$ cat config.mk
export PLATFORM = sky130hd
export DESIGN_NAME = mrs_slave
export DESIGN_NICKNAME = d
export VERILOG_FILES = /design/src/logic/mrs_pkg.sv /design/src/logic/mrs_crc_if.sv /design/src/logic/mrs_crc.sv /design/src/logic/mrs_hold.sv /design/src/logic/mrs_slave.sv
export SDC_FILE = /design/constraint.sdc
export NUM_CORES = 1
export LEC_CHECK = 0
export BUFFER_PORTS_ARGS = -buffer_cell sky130_fd_sc_hd__buf_2
export CAP_MARGIN = 20
export CORE_MARGIN = 2
export CORE_UTILIZATION = 54
export CTS_CLUSTER_SIZE = 20
export DETAILED_ROUTE_END_ITERATION = 10
export PLACE_DENSITY = 0.76
export SETUP_SLACK_MARGIN = 0.1
export SYNTH_ARGS = -nofsm -noshare
export SYNTH_HDL_FRONTEND = slang
export SYNTH_SLANG_ARGS = --single-unit
$ cat constraint.sdc
create_clock -name i_clk -period 4.3 [get_ports i_clk]
set_input_delay 0.86 -clock i_clk [delete_from_list [all_inputs] [get_ports i_clk]]
set_output_delay 0.86 -clock i_clk [all_outputs]
set_load 0.005 [all_outputs]
$ cat src/logic/mrs_pkg.sv
package mrs_pkg;
	// function codes and exception answers
	localparam logic [7:0] FN_COILS = 8'h01;
	localparam logic [7:0] FN_DISC = 8'h02;
	localparam logic [7:0] FN_HOLD = 8'h03;
	localparam logic [7:0] FN_INPUT = 8'h04;
	localparam logic [7:0] EXC_FLAG = 8'h80;
	localparam logic [7:0] EXC_FUNC = 8'h01;
	localparam logic [7:0] EXC_ADDR = 8'h02;
	localparam logic [7:0] EXC_DATA = 8'h03;
	localparam logic [7:0] ADDR_BCAST = 8'h00;

	// frame shape
	localparam logic [7:0] REQ_LEN = 8'h08;
	localparam logic [7:0] MIN_LEN = 8'h04;
	localparam logic [7:0] EXC_LEN = 8'h05;
	localparam logic [7:0] HDR_LEN = 8'h03;
	localparam logic [7:0] CRC_LEN = 8'h02;

	// crc
	localparam logic [15:0] CRC_INIT = 16'hffff;
	localparam logic [15:0] CRC_POLY = 16'ha001;

	// address map limits
	localparam logic [16:0] COIL_COUNT = 17'h00003;
	localparam logic [16:0] DISC_COUNT = 17'h00022;
	localparam logic [16:0] INPUT_COUNT = 17'h0000a;
	localparam logic [16:0] HOLD_BASE = 17'h0c354;
	localparam logic [16:0] HOLD_COUNT = 17'h00002;
	localparam logic [16:0] MAX_BITS = 17'h007d0;
	localparam logic [16:0] MAX_REGS = 17'h0007d;

	// input register offsets
	localparam logic [3:0] REG_TOTAL_SHOTS_LOW = 4'h0;
	localparam logic [3:0] REG_TOTAL_SHOTS_HIGH = 4'h1;
	localparam logic [3:0] REG_FAILED_SHOTS_LOW = 4'h2;
	localparam logic [3:0] REG_FAILED_SHOTS_HIGH = 4'h3;
	localparam logic [3:0] REG_RUN_START_DATE = 4'h4;
	localparam logic [3:0] REG_RUN_START_CLOCK = 4'h6;
	localparam logic [3:0] REG_INTERVAL_SECONDS_LOW = 4'h8;
	localparam logic [3:0] REG_INTERVAL_SECONDS_HIGH = 4'h9;

	// bit positions
	localparam int COIL_START = 0;
	localparam int COIL_CLEAR = 1;
	localparam int COIL_HALT = 2;
	localparam int DISC_SHOT = 32;
	localparam int DISC_ERROR = 33;
	localparam logic [7:0] BIT_SPAN = 8'h28;

	// timing
	localparam int CLK_HZ = 125000000;
	localparam int HOLD_TIME_MS = 1000;
	localparam int HOLD_CYCLES = (CLK_HZ / 1000) * HOLD_TIME_MS;
	localparam int HOLD_W = 27;

	typedef enum logic [2:0] {
		ST_RX = 3'b001,
		ST_EVAL = 3'b010,
		ST_SEND = 3'b100
	} mrs_state_t;
endpackage

$ cat src/logic/mrs_crc_if.sv
`timescale 1ns/1ps
interface mrs_crc_if;
	logic clear;
	logic valid;
	logic [7:0] data;
	logic [15:0] crc;

	modport core (
		input clear,
		input valid,
		input data,
		output crc
	);
	modport user (
		output clear,
		output valid,
		output data,
		input crc
	);
endinterface

$ cat src/logic/mrs_crc.sv
`timescale 1ns/1ps
module mrs_crc (
	input wire logic i_clk,
	input wire logic i_arst_n,
	mrs_crc_if.core crc_port
);
	// ----------------------------------------
	// reflected crc-16, one byte per cycle
	// ----------------------------------------
	function automatic logic [15:0] crc_byte(input logic [15:0] c, input logic [7:0] d);
		logic [15:0] r;
		r = c ^ {8'h00, d};
		for (int i = 0; i < 8; i++) begin
			r = r[0] ? ((r >> 1) ^ mrs_pkg::CRC_POLY) : (r >> 1);
		end
		return r;
	endfunction

	always_ff @(posedge i_clk or negedge i_arst_n) begin
		if (!i_arst_n) begin
			crc_port.crc <= mrs_pkg::CRC_INIT;
		end else if (crc_port.clear) begin
			crc_port.crc <= mrs_pkg::CRC_INIT;
		end else if (crc_port.valid) begin
			crc_port.crc <= crc_byte(crc_port.crc, crc_port.data);
		end
	end
endmodule

$ cat src/logic/mrs_hold.sv
`timescale 1ns/1ps
module mrs_hold #(
	parameter int HOLD_CYCLES = mrs_pkg::HOLD_CYCLES
) (
	input wire logic i_clk,
	input wire logic i_arst_n,
	input wire logic i_active,
	output logic o_held
);
	logic [mrs_pkg::HOLD_W-1:0] left;

	// ----------------------------------------
	// stretch an active level by the hold time
	// ----------------------------------------
	always_ff @(posedge i_clk or negedge i_arst_n) begin
		if (!i_arst_n) begin
			left <= '0;
			o_held <= 1'b0;
		end else if (i_active) begin
			left <= HOLD_CYCLES[mrs_pkg::HOLD_W-1:0];
			o_held <= 1'b1;
		end else if (left != '0) begin
			left <= left - 1'b1;
			o_held <= 1'b1;
		end else begin
			o_held <= 1'b0;
		end
	end
endmodule

$ cat src/logic/mrs_slave.sv
// What this block does
// host request: addr, func, start, quantity, crc
// reply echoes addr, func, count, big-endian data
// regs 0-3: total and failed shot counts
// errors return func plus 0x80, code
// crc-16 appended to every sent frame
// receiver recomputes crc, rejects on mismatch
// crc sent low byte first
// coil 0: start, low held one second
// coil 1: fault clear, low held one second
// coil 2: halt-on-fault setting
// discrete 0-31: channel fail results
// discrete 32: per-shot fail result
// discrete 33: device error condition
// regs 4-7: start date and time digits
// regs 8-9: interval seconds, low half first
// holding 50004: sampling interval over two
// only read functions one to four
// answer only own address, good crc
// multi reads ascending, no gaps
`timescale 1ns/1ps
module mrs_slave #(
	parameter int HOLD_CYCLES = mrs_pkg::HOLD_CYCLES
) (
	input wire logic i_clk,
	input wire logic i_arst_n,
	input wire logic [7:0] i_slave_addr,
	input wire logic [7:0] i_rx_data,
	input wire logic i_rx_valid,
	input wire logic i_rx_frame_end,
	output logic [7:0] o_tx_data,
	output logic o_tx_valid,
	input wire logic i_tx_ready,
	output logic o_busy,
	input wire logic i_start,
	input wire logic i_fault_clear,
	input wire logic i_halt_enable,
	input wire logic [31:0] i_chan_fail,
	input wire logic i_fail_result,
	input wire logic i_dev_error,
	input wire logic [31:0] i_total_shots,
	input wire logic [31:0] i_failed_shots,
	input wire logic [31:0] i_date_digits,
	input wire logic [31:0] i_time_digits,
	input wire logic [31:0] i_interval_seconds,
	input wire logic [15:0] i_sample_code
);
	mrs_pkg::mrs_state_t state;
	logic [2:0] pin_meta, pin_sync;
	logic start_held, clear_held, is_exc, req_bits, accept;
	logic [7:0] rx_buf [8];
	logic [7:0] rx_cnt, fn_reg, exc_code, byte_cnt, tx_len, tx_idx, next_tx_byte, next_exc;
	logic [15:0] snap_words [10];
	logic [15:0] snap_hold;
	logic [33:0] snap_bits;
	logic [16:0] start_reg, qty_reg, req_start, req_qty, map_lo, map_cnt, max_qty;

	mrs_crc_if rx_crc();
	mrs_crc_if tx_crc();

	mrs_crc rx_crc_core (
		.i_clk(i_clk),
		.i_arst_n(i_arst_n),
		.crc_port(rx_crc)
	);
	mrs_crc tx_crc_core (
		.i_clk(i_clk),
		.i_arst_n(i_arst_n),
		.crc_port(tx_crc)
	);

	// ----------------------------------------
	// pin synchronisers and one-second hold
	// ----------------------------------------
	always_ff @(posedge i_clk or negedge i_arst_n) begin
		if (!i_arst_n) begin
			pin_meta <= 3'h0;
			pin_sync <= 3'h0;
		end else begin
			pin_meta <= {i_halt_enable, i_fault_clear, i_start};
			pin_sync <= pin_meta;
		end
	end

	// start stretch
	mrs_hold #(.HOLD_CYCLES(HOLD_CYCLES)) start_hold (
		.i_clk(i_clk),
		.i_arst_n(i_arst_n),
		.i_active(pin_sync[0]),
		.o_held(start_held)
	);
	// clear stretch
	mrs_hold #(.HOLD_CYCLES(HOLD_CYCLES)) clear_hold (
		.i_clk(i_clk),
		.i_arst_n(i_arst_n),
		.i_active(pin_sync[1]),
		.o_held(clear_held)
	);

	// ----------------------------------------
	// request reception
	// ----------------------------------------
	assign accept = (state == mrs_pkg::ST_RX) && i_rx_valid;
	// running crc
	assign rx_crc.clear = (state != mrs_pkg::ST_RX);
	assign rx_crc.valid = accept;
	assign rx_crc.data = i_rx_data;

	// request bytes
	always_ff @(posedge i_clk or negedge i_arst_n) begin
		if (!i_arst_n) begin
			rx_cnt <= 8'h00;
			rx_buf <= '{default: 8'h00};
		end else if (state != mrs_pkg::ST_RX) begin
			rx_cnt <= 8'h00;
		end else if (accept) begin
			if (rx_cnt < mrs_pkg::REQ_LEN) begin
				rx_buf[rx_cnt[2:0]] <= i_rx_data;
			end
			if (rx_cnt != 8'hff) begin
				rx_cnt <= rx_cnt + 8'h01;
			end
		end
	end

	// ----------------------------------------
	// request check
	// ----------------------------------------
	assign req_start = {1'b0, rx_buf[2], rx_buf[3]};
	assign req_qty = {1'b0, rx_buf[4], rx_buf[5]};

	always_comb begin
		req_bits = 1'b0;
		map_lo = 17'h00000;
		map_cnt = 17'h00000;
		next_exc = 8'h00;
		case (rx_buf[1])
			mrs_pkg::FN_COILS: begin
				req_bits = 1'b1;
				map_cnt = mrs_pkg::COIL_COUNT;
			end
			mrs_pkg::FN_DISC: begin
				req_bits = 1'b1;
				map_cnt = mrs_pkg::DISC_COUNT;
			end
			mrs_pkg::FN_HOLD: begin
				map_lo = mrs_pkg::HOLD_BASE;
				map_cnt = mrs_pkg::HOLD_COUNT;
			end
			mrs_pkg::FN_INPUT: map_cnt = mrs_pkg::INPUT_COUNT;
			default: map_cnt = 17'h00000;
		endcase
		max_qty = req_bits ? mrs_pkg::MAX_BITS : mrs_pkg::MAX_REGS;
		// reads only
		if (map_cnt == 17'h00000) begin
			next_exc = mrs_pkg::EXC_FUNC;
		end else if (rx_cnt != mrs_pkg::REQ_LEN || req_qty == 17'h00000 || req_qty > max_qty) begin
			next_exc = mrs_pkg::EXC_DATA;
		end else if (req_start < map_lo || req_start + req_qty > map_lo + map_cnt) begin
			next_exc = mrs_pkg::EXC_ADDR;
		end
	end

	// ----------------------------------------
	// frame state
	// ----------------------------------------
	always_ff @(posedge i_clk or negedge i_arst_n) begin
		if (!i_arst_n) begin
			state <= mrs_pkg::ST_RX;
			o_busy <= 1'b0;
		end else begin
			o_busy <= (state == mrs_pkg::ST_EVAL) || (state == mrs_pkg::ST_SEND);
			case (state)
				mrs_pkg::ST_RX: begin
					if (i_rx_frame_end) begin
						state <= mrs_pkg::ST_EVAL;
					end
				end
				mrs_pkg::ST_EVAL: begin
					// silent unless addressed, crc good
					if (rx_cnt >= mrs_pkg::MIN_LEN && rx_crc.crc == 16'h0000
						&& rx_buf[0] == i_slave_addr && rx_buf[0] != mrs_pkg::ADDR_BCAST) begin
						state <= mrs_pkg::ST_SEND;
					end else begin
						state <= mrs_pkg::ST_RX;
					end
				end
				mrs_pkg::ST_SEND: begin
					if (o_tx_valid && i_tx_ready && tx_idx == tx_len - 8'h01) begin
						state <= mrs_pkg::ST_RX;
					end
				end
				default: begin
					state <= mrs_pkg::ST_RX;
				end
			endcase
		end
	end

	// ----------------------------------------
	// answer setup and data snapshot
	// ----------------------------------------
	always_ff @(posedge i_clk or negedge i_arst_n) begin
		if (!i_arst_n) begin
			fn_reg <= 8'h00;
			start_reg <= 17'h00000;
			qty_reg <= 17'h00000;
			is_exc <= 1'b0;
			exc_code <= 8'h00;
			byte_cnt <= 8'h00;
			tx_len <= 8'h00;
		end else if (state == mrs_pkg::ST_EVAL) begin
			fn_reg <= rx_buf[1];
			start_reg <= req_start - map_lo;
			qty_reg <= req_qty;
			is_exc <= (next_exc != 8'h00);
			exc_code <= next_exc;
			if (next_exc != 8'h00) begin
				tx_len <= mrs_pkg::EXC_LEN;
			end else if (req_bits) begin
				byte_cnt <= 8'((req_qty + 17'h00007) >> 3);
				tx_len <= 8'((req_qty + 17'h00007) >> 3) + mrs_pkg::HDR_LEN + mrs_pkg::CRC_LEN;
			end else begin
				// two bytes per register
				byte_cnt <= {req_qty[6:0], 1'b0};
				tx_len <= {req_qty[6:0], 1'b0} + mrs_pkg::HDR_LEN + mrs_pkg::CRC_LEN;
			end
		end
	end

	always_ff @(posedge i_clk or negedge i_arst_n) begin
		if (!i_arst_n) begin
			snap_bits <= 34'h0;
			snap_hold <= 16'h0000;
			snap_words <= '{default: 16'h0000};
		end else if (state == mrs_pkg::ST_EVAL) begin
			// shot counts, low half first
			snap_words[mrs_pkg::REG_TOTAL_SHOTS_LOW] <= i_total_shots[15:0];
			snap_words[mrs_pkg::REG_TOTAL_SHOTS_HIGH] <= i_total_shots[31:16];
			snap_words[mrs_pkg::REG_FAILED_SHOTS_LOW] <= i_failed_shots[15:0];
			snap_words[mrs_pkg::REG_FAILED_SHOTS_HIGH] <= i_failed_shots[31:16];
			// digits, leading pair first
			snap_words[mrs_pkg::REG_RUN_START_DATE] <= i_date_digits[31:16];
			snap_words[mrs_pkg::REG_RUN_START_DATE + 4'h1] <= i_date_digits[15:0];
			snap_words[mrs_pkg::REG_RUN_START_CLOCK] <= i_time_digits[31:16];
			snap_words[mrs_pkg::REG_RUN_START_CLOCK + 4'h1] <= i_time_digits[15:0];
			// interval seconds
			snap_words[mrs_pkg::REG_INTERVAL_SECONDS_LOW] <= i_interval_seconds[15:0];
			snap_words[mrs_pkg::REG_INTERVAL_SECONDS_HIGH] <= i_interval_seconds[31:16];
			// sampling code
			snap_hold <= i_sample_code;
			if (rx_buf[1] == mrs_pkg::FN_COILS) begin
				snap_bits <= 34'h0;
				// coil levels
				snap_bits[mrs_pkg::COIL_START] <= ~start_held;
				snap_bits[mrs_pkg::COIL_CLEAR] <= ~clear_held;
				snap_bits[mrs_pkg::COIL_HALT] <= pin_sync[2];
			end else begin
				// discrete status
				snap_bits <= {i_dev_error, i_fail_result, i_chan_fail};
			end
		end
	end

	// ----------------------------------------
	// answer bytes
	// ----------------------------------------
	function automatic logic [7:0] bit_byte(input logic [33:0] bits, input logic [16:0] first,
		input logic [16:0] qty, input logic [7:0] k);
		logic [7:0] r;
		logic [16:0] pos;
		r = 8'h00;
		for (int j = 0; j < 8; j++) begin
			pos = {6'h00, k[7:0], 3'h0} + 17'(j);
			if (pos < qty && first + pos < mrs_pkg::DISC_COUNT) begin
				r[j] = bits[6'(first + pos)];
			end
		end
		return r;
	endfunction

	always_comb begin
		logic [7:0] k;
		logic [16:0] w;
		logic [15:0] word;
		k = tx_idx - mrs_pkg::HDR_LEN;
		w = start_reg + {10'h000, k[7:1]};
		word = 16'h0000;
		if (fn_reg == mrs_pkg::FN_HOLD) begin
			word = (w == 17'h00000) ? snap_hold : 16'h0000;
		end else if (w < mrs_pkg::INPUT_COUNT) begin
			word = snap_words[4'(w)];
		end
		if (tx_idx == 8'h00) begin
			next_tx_byte = i_slave_addr;
		end else if (tx_idx == 8'h01) begin
			// flagged function code
			next_tx_byte = is_exc ? (fn_reg | mrs_pkg::EXC_FLAG) : fn_reg;
		end else if (tx_idx == 8'h02) begin
			next_tx_byte = is_exc ? exc_code : byte_cnt;
		end else if (tx_idx == tx_len - 8'h02) begin
			// low crc byte first
			next_tx_byte = tx_crc.crc[7:0];
		end else if (tx_idx == tx_len - 8'h01) begin
			next_tx_byte = tx_crc.crc[15:8];
		end else if (fn_reg == mrs_pkg::FN_COILS || fn_reg == mrs_pkg::FN_DISC) begin
			next_tx_byte = bit_byte(snap_bits, start_reg, qty_reg, k);
		end else begin
			// ascending, high byte first
			next_tx_byte = k[0] ? word[7:0] : word[15:8];
		end
	end

	// crc over sent bytes
	assign tx_crc.clear = (state != mrs_pkg::ST_SEND);
	assign tx_crc.valid = o_tx_valid && i_tx_ready && (tx_idx < tx_len - mrs_pkg::CRC_LEN);
	assign tx_crc.data = o_tx_data;

	always_ff @(posedge i_clk or negedge i_arst_n) begin
		if (!i_arst_n) begin
			tx_idx <= 8'h00;
			o_tx_valid <= 1'b0;
			o_tx_data <= 8'h00;
		end else if (state != mrs_pkg::ST_SEND) begin
			tx_idx <= 8'h00;
			o_tx_valid <= 1'b0;
		end else if (!o_tx_valid) begin
			o_tx_data <= next_tx_byte;
			o_tx_valid <= 1'b1;
		end else if (i_tx_ready) begin
			o_tx_valid <= 1'b0;
			tx_idx <= tx_idx + 8'h01;
		end
	end
endmodule

==> reports/results.ini, run 1 <==
[setup_path]
critPathRequiredTime_ns = 4.76
start_kind = register
ff2ff_path_depth = 22
critPathArrivalTime_ns = 4.83
crit_path_start = req_start[0]
r2r_end = byte_cnt[4]
r2r-start = req_start[0]
rrSetupSlack_ns = -0.07
critical_path.max_fanout = 7
crit_path_end_kind = register
critPathKind = register to register
cp-endpoint = byte_cnt[4]

[status]
status = finished, violations left
violations = negative setup slack

[placed_design]
port_buffers = 243
dp_hpwl_um = 64800
place_congestion = 1.04
dp.cells = 4056

[clock_tree]
clock_sinks = 441
cts_buffers = 49
clk_latency_ns = 0.60
tritoncts = built
cts-root-buf = clkbuf_16
cts.clk_slew.worst_paths_ns = 0.06
htree_num_levels = 2
clk_path_buf_depth = 3
cts_hold_buf = 0

[min_path]
min_path_type = input pin to async pin

[job]
maxCapViolCount = 0

[yosys]
yosys_most_used_dff = dfrtp_1
yosysTopAreaCell = dfrtp_1
avgSynthCellArea_um2 = 8.91
synth_cell_types = 85
syn_nets = 3430
postSynthCellCount = 3090
ys_warn_count = 0
synth-edff-count = 0
ys_ff_latch = 441
async_flop_share_pct = 100
synth_seq_area_share_pct = 40.2
synth_area_um2 = 27500
synth_top_area_share_pct = 37.1
yosys-top-cells-area = dfrtp_1 (37%), nand2_1 (11%), mux4_2 (5.1%)

[floorplan]
rows = 82
start_util_pct = 54.8
fp.dieH_um = 230
io-pin-count = 244
design.core.area_um2 = 50300
die_w_um = 230
die_area_um2 = 52800

[timing]
hold_viol = 0
min_period_ns = 4.37
tightest_slew_ns = 0.965
maxSlewViolCount = 0
holdWs_ns = 0.193
fin_ws_ns = -0.0735
timing.max_slew.rel_slack_pct = 35.7
setup_viol = 7
timing.final.crit_share_pct = 102
finClkSkew_ns = 0.0246
fmax_mhz = 229
rsz0062_at_grt = true

[finish]
top_regs = snap_words x160, snap_bits x34
largest_reg_flops = 160
fin_cells = 4186
fin_nets = 3816
regMostFlops = snap_words
area_growth_pct = 21.0
drive_above_1_share_pct = 24.3

[grt]
grt_usage_pct = 32.6
grt_remaining_overflow = 0
grt_max_degree = 205
grt_pass1_wl_um = 136000
grt_pass1_vias = 24619
antenna_found_initial = 2

[drt]
route.detailed.vias_per_inst = 5.99
drtAntennaViolNets = 0
drt_iter0_markers = 2798
drt-total-wl_um = 87500
vias = 25087
dr.pass1.iters = 6
route.detailed.drc = 0
wl_per_cell_um = 20.9

[pwr]
leakage_nw = 15.2
ir_drop_mv = 0.359
powerDensity_nw_per_um2 = 670

[kinds of logic (layout without fill, tap and decap cells)]
group | Yosys count | count (layout) | share of synthesized area (%)
DFF | 441 | 441 | 40.2
xor gates and xnor gates | 270 | 270 | 8.58
muxes | 199 | 199 | 10.3
adders and majority gates | 106 | 106 | 4.92
and+or+nand+nor | 1307 | 1307 | 20.8
AOI/OAI and AO/OA | 536 | 536 | 11.9
buffers and inverters | 231 | 654 | 3.24
other | 0 | 1 | 0
[timing repair]
action | 4_1_cts | 5_1_grt
pin swaps | 8 | 44
endpoints found under the setup margin | 25 | 26
gates resized for setup | 32 | 117
buffers inserted | 15 | 27
cloned | 1 | 0
[cells in the final DEF (no fill, tap or decap), drive strengths merged, types with 74 or more instances in the layout]
master  instances
xnor2         152
ha            102
mux2i          75
nand2         811
buf           504
nor2          157
o21ai         193
dfrtp         408
xor2          118
a21oi         135
clkbuf         74
[area by class of cell]
type                            instances  area, µm²
Fill cell                            4035      16900
Multi-Input combinational cell       2418      16300
Sequential cell                       441      11100
Timing Repair Buffer                  504       3380
Clock buffer                           74       1420
Tap cell                              672        841
Inverter                               62        233
Clock inverter                         14        120
Antenna cell                            1       2.50
[synthesized netlist by cell type, drive strengths merged (35+ instances only)]
master  number
inv         60
o21ai      193
nand4       35
ha         102
mux2i       75
mux2        62
xor2       118
nand2      811
mux4        62
nor3        65
nor2       157
xnor2      152
clkbuf     140
dfrtp      408
a21oi      135
nand3       45
[worst max-delay path, stage by stage (launching register included)]
cell and delay, ns:
dfrtp_1 0.40, ha_2 0.21, fa_2 0.33, a21o_1 0.17, a21oi_2 0.16, o21ai_2 0.10, a21oi_2 0.18, o21ai_2 0.08
buf_4 0.14, buf_4 0.12, buf_4 0.12, buf_4 0.13, buf_4 0.13, buf_4 0.12, buf_4 0.12, buf_4 0.12
buf_4 0.12, buf_4 0.14, o2111a_1 0.25, nor4_2 0.26, o2111ai_1 0.20, or2_4 0.33, mux2_1 0.33
[how the worst min path moves through the flow]
stage	start	to	depth (start not counted)
after floorplan	pin_meta[0]	pin_sync[0]	0
after global placement	pin_meta[0]	pin_sync[0]	0
after detailed placement	pin_meta[0]	pin_sync[0]	0
after CTS	i_arst_n	tx_idx[4]	1
after global routing	i_arst_n	o_tx_valid	1
final	i_arst_n	tx_idx[4]	1
[metal layers]
layer	global-route usage, %	vias to the layer above	share of wire, %
met5	0	-	0.029
met4	12.6	4	4.3
met3	5.54	220	7.9
met2	51.5	1132	46
met1	45.1	12278	42
li1	-	11453	-
[through the flow]
| stage | setup WS [ns] | util [%] | instance area [µm²] | power (mW) | setup TNS, ns |
|---|---|---|---|---|---|
| final | -0.0735 | 66.3 | 33300 | 22.3 | -0.405 |
| after global routing | -0.289 | 66.3 | 33300 | 23.5 | -3.63 |
| after CTS | -0.0395 | 64.9 | 32600 | 21.6 | -0.202 |
| after detailed placement | -0.226 | 61.3 | 30800 | 17.3 | -2.92 |
| after global placement | -0.198 | 61.3 | 30800 | 17.1 | -0.653 |
| after floorplan | 0.0485 | - | 27600 | 13.1 | 0 |
[power by group]
group / leakage [nW] / switching, mW / internal (mW) / total (mW)
clock network: 0.751 / 1.74 / 2.34 / 4.08
registers: 5.34 / 0.979 / 5.27 / 6.25
logic: 9.07 / 6.60 / 5.42 / 12.0
total: 15.2 / 9.32 / 13.0 / 22.3
No activity file was read; power rests on OpenSTA's default activity.
==> inputs of run 2 (changes only) <==
Settings changed: ABC_AREA set to 1, PLACE_DENSITY 0.76 to 0.79.
==> run 2 against run 1 <==
Register-to-register slack improved by 0.30 ns. The run now ends clean. Maximum frequency grew 7.5%. Hold slack better by 0.11 ns. Highest routed layer is now met4. Cell count rose by 23%. Critical endpoint is now tx_len[2]. Critical path type unchanged. First-iteration DRC count is 7.4% higher. Clock-buffer cell count decreased by 5. Setup slack gained 0.30 ns. Sequential power rose by 7.2%. Synthesized cell count grew 35%.
==> reports/results.ini, run 2 <==
[status]
status = completed

[finish]
regMostFlops = snap_words
area_growth_pct = 15.4
post-route-util_pct = 62.8  ; -3.5 points
drive_above_1_share_pct = 14.5  ; -9.8 points
top_regs = snap_words x160, snap_bits x34
fillers = 4791  ; +19%
finalInstanceArea_um2 = 33700  ; +0.97%
fin_nets = 4745  ; +24%
multiInputGateArea_um2 = 16100  ; -1.2%
final_cell_mix = nand2_1 (1,293), inv_1 (428), dfrtp_1 (405), o21ai_0 (390), nor2_1 (301)
seq_area_um2 = 11100  ; about the same
largest_reg_flops = 160  ; unchanged
layout_commonest_cell = nand2_1

[grt]
grt_max_degree = 109  ; -47%
grt_pass1_wl_um = 146000  ; +7.4%
grt_pass1_vias = 26920  ; +9.3%
antenna_found_initial = 1  ; -1
grt_usage_pct = 33.0  ; +0.38 points
grt_remaining_overflow = 0  ; unchanged

[placed_design]
port_buffers = 243  ; unchanged
place_congestion = 1.09  ; +5.2%
dp_hpwl_um = 70600  ; +9.0%
place_area_um2 = 31300  ; +1.7%

[floorplan]
die_area_um2 = 55900  ; +5.8%
fp.dieH_um = 236  ; +2.8%
die_w_um = 236  ; +2.8%
io-pin-count = 244  ; unchanged
design.core.area_um2 = 53600  ; +6.6%
rows = 85  ; +3.7%
start_util_pct = 54.4  ; -0.38 points

[timing]
tightest_slew_ns = 1.08  ; +0.112 ns
fin_setup_tns_ns = 0  ; +0.405 ns
rsz0062_at_grt = true
finClkSkew_ns = 0.0469  ; +0.0223 ns
fmax_mhz = 246  ; +7.5%
timing.max_slew.rel_slack_pct = 28.2  ; -7.5 points
maxSlewViolCount = 0  ; unchanged
min_period_ns = 4.07  ; -0.303 ns
timing.final.crit_share_pct = 94.7  ; -7.1 points
hold_viol = 0  ; unchanged
setup_viol = 0  ; -7

[setup_path]
start_kind = register
ff2ff_path_depth = 28  ; +27%
critical_path.max_fanout = 6  ; -1
rrSetupSlack_ns = 0.23  ; +0.30 ns
critPathRequiredTime_ns = 4.77  ; about the same
r2r-start = req_start[4]
crit_slowest_cell = dfrtp_1
r2r_end = tx_len[2]
max_stage_delay_ns = 0.43  ; +0.03 ns
path_common_cell = nand2_1
critPathArrivalTime_ns = 4.54  ; -0.29 ns
critPathKind = register to register
crit_path_end_kind = register

[yosys]
yosys-top-cells-area = dfrtp_1 (35%), nand2_1 (17%), o21ai_0 (6.8%)
ys_warn_count = 0  ; unchanged
yosysTopAreaCell = dfrtp_1
postSynthCellCount = 4162  ; +35%
ys_ff_latch = 441  ; unchanged
syn_nets = 4502  ; +31%
synth-edff-count = 0  ; unchanged
synth_top_area_share_pct = 35.0  ; -2.1 points
synth.most_common_cell = nand2_1
yosys_most_used_dff = dfrtp_1
ys_top_cells_by_count = nand2_1 (1,307), inv_1 (429), dfrtp_1 (408)
avgSynthCellArea_um2 = 7.01  ; -21%
synth_area_um2 = 29200  ; +5.9%
synth_cell_types = 67  ; -21%
synth_seq_area_share_pct = 38.0  ; -2.2 points
async_flop_share_pct = 100  ; unchanged

[clock_tree]
clock_sinks = 441  ; unchanged
clk_path_buf_depth = 3  ; unchanged
cts.clk_slew.worst_paths_ns = 0.06  ; about the same
htree_num_levels = 2  ; unchanged
cts-root-buf = clkbuf_16
tritoncts = built
clk_latency_ns = 0.62  ; +0.02 ns
cts_buffers = 48  ; -2.0%
cts_hold_buf = 0  ; unchanged

[drt]
route.detailed.vias_per_inst = 5.70  ; -4.9%
vias = 29282  ; +17%
route.detailed.drc = 0  ; unchanged
drt-total-wl_um = 94400  ; +7.8%
dr.pass1.iters = 10  ; +4
drtAntennaViolNets = 0  ; unchanged
wl_per_cell_um = 18.4  ; -12%
drt_iter0_markers = 3006  ; +7.4%

[job]
maxCapViolCount = 0  ; unchanged

[min_path]
min_path_type = input pin to async pin

[pwr]
ir_drop_mv = 0.415  ; +16%
leakage_nw = 16.6  ; +9.3%
powerDensity_nw_per_um2 = 700  ; +4.4%

## run 2: cell types whose count changed after synthesis, moves of 21 or more
cell	previous run	this run
nand2b_1	34	0
inv_1	59	429
mux2_2	53	0
a21oi_1	134	202
nand2_1	810	1307
clkbuf_1	140	116
nand3_1	44	245
nor2_1	156	312
mux4_2	62	0
mux2i_1	75	17
o21ai_0	169	396
or3_1	22	1
xnor2_1	152	40
a21o_1	30	1
## run 2: through the flow
step / power [mW] / hold slack (ns) / instances / setup WS, ns
after floorplan: 14.6 / 0.331 / 4162 / 0.483
after global placement: 18.1 / 0.340 / 5023 / 0.165
after detailed placement: 18.3 / 0.336 / 5023 / 0.0802
after CTS: 22.8 / 0.329 / 5113 / 0.103
after global routing: 25.1 / 0.345 / 5139 / -0.0286
final: 23.6 / 0.299 / 5139 / 0.230
## run 2: cells by family after synthesis
group	after synthesis	synth area share, %
buffers and inverters	620	8.34
flip-flops	441	38.0
XOR/XNOR	146	4.44
AND/OR/NAND/NOR	2095	30.3
multiplexers	17	0.583
AO/OA/AOI/OAI	737	13.7
adder cells (fa/ha/maj)	106	4.65
## run 2: how the worst max path moves through the flow
stage                 startpoint      endpoint  cells after the start
floorplan              tx_idx[0]  o_tx_data[3]                     27
global placement       tx_idx[0]  o_tx_data[6]                     28
detailed placement  req_start[2]     tx_len[2]                     28
CTS                    tx_idx[0]  o_tx_data[6]                     28
global route        req_start[1]     tx_len[2]                     29
finish              req_start[4]     tx_len[2]                     28
## run 2: where the power goes
group	internal [mW]	total (mW)	switching, mW
combinational	4.14	12.4	8.29
clock	2.62	4.43	1.81
sequential	5.56	6.70	1.13
total	12.3	23.6	11.2
## run 2: timing repair
item,in CTS,in global routing
buffers inserted,3,22
gates resized for setup,0,90
setup endpoints to repair,8,26
pin swaps,2,25
endpoints found under the hold margin,0,0
cloned,0,3
## run 2: worst max-delay path, delay by kind of cell (launching register included)
kind | cells | cell delay [ns]
simple gates | 17 | 1.97
compound gates | 7 | 0.72
fa+ha+maj | 2 | 0.50
flops | 1 | 0.43
buf+inv | 1 | 0.17
xor+xnor | 1 | 0.12
## run 2: layer usage
metal | up-vias | GRT usage, % | wire, µm
li1 | 13960 | - | -
met1 | 13644 | 45.3 | 39300
met2 | 1385 | 51.1 | 42200
met3 | 293 | 4.82 | 7610
met4 | 0 | 16.6 | 5280
met5 | - | 0 | 0
## run 2: final cells by class
type	count	area share, %
diodes	1	0.00743
clock buffers	69	4.13
clock inverters	18	0.892
inverters	458	5.14
multi-input cells	3104	47.8
flip-flops and latches	441	32.9
well taps	696	2.59
repair buffers	352	6.56
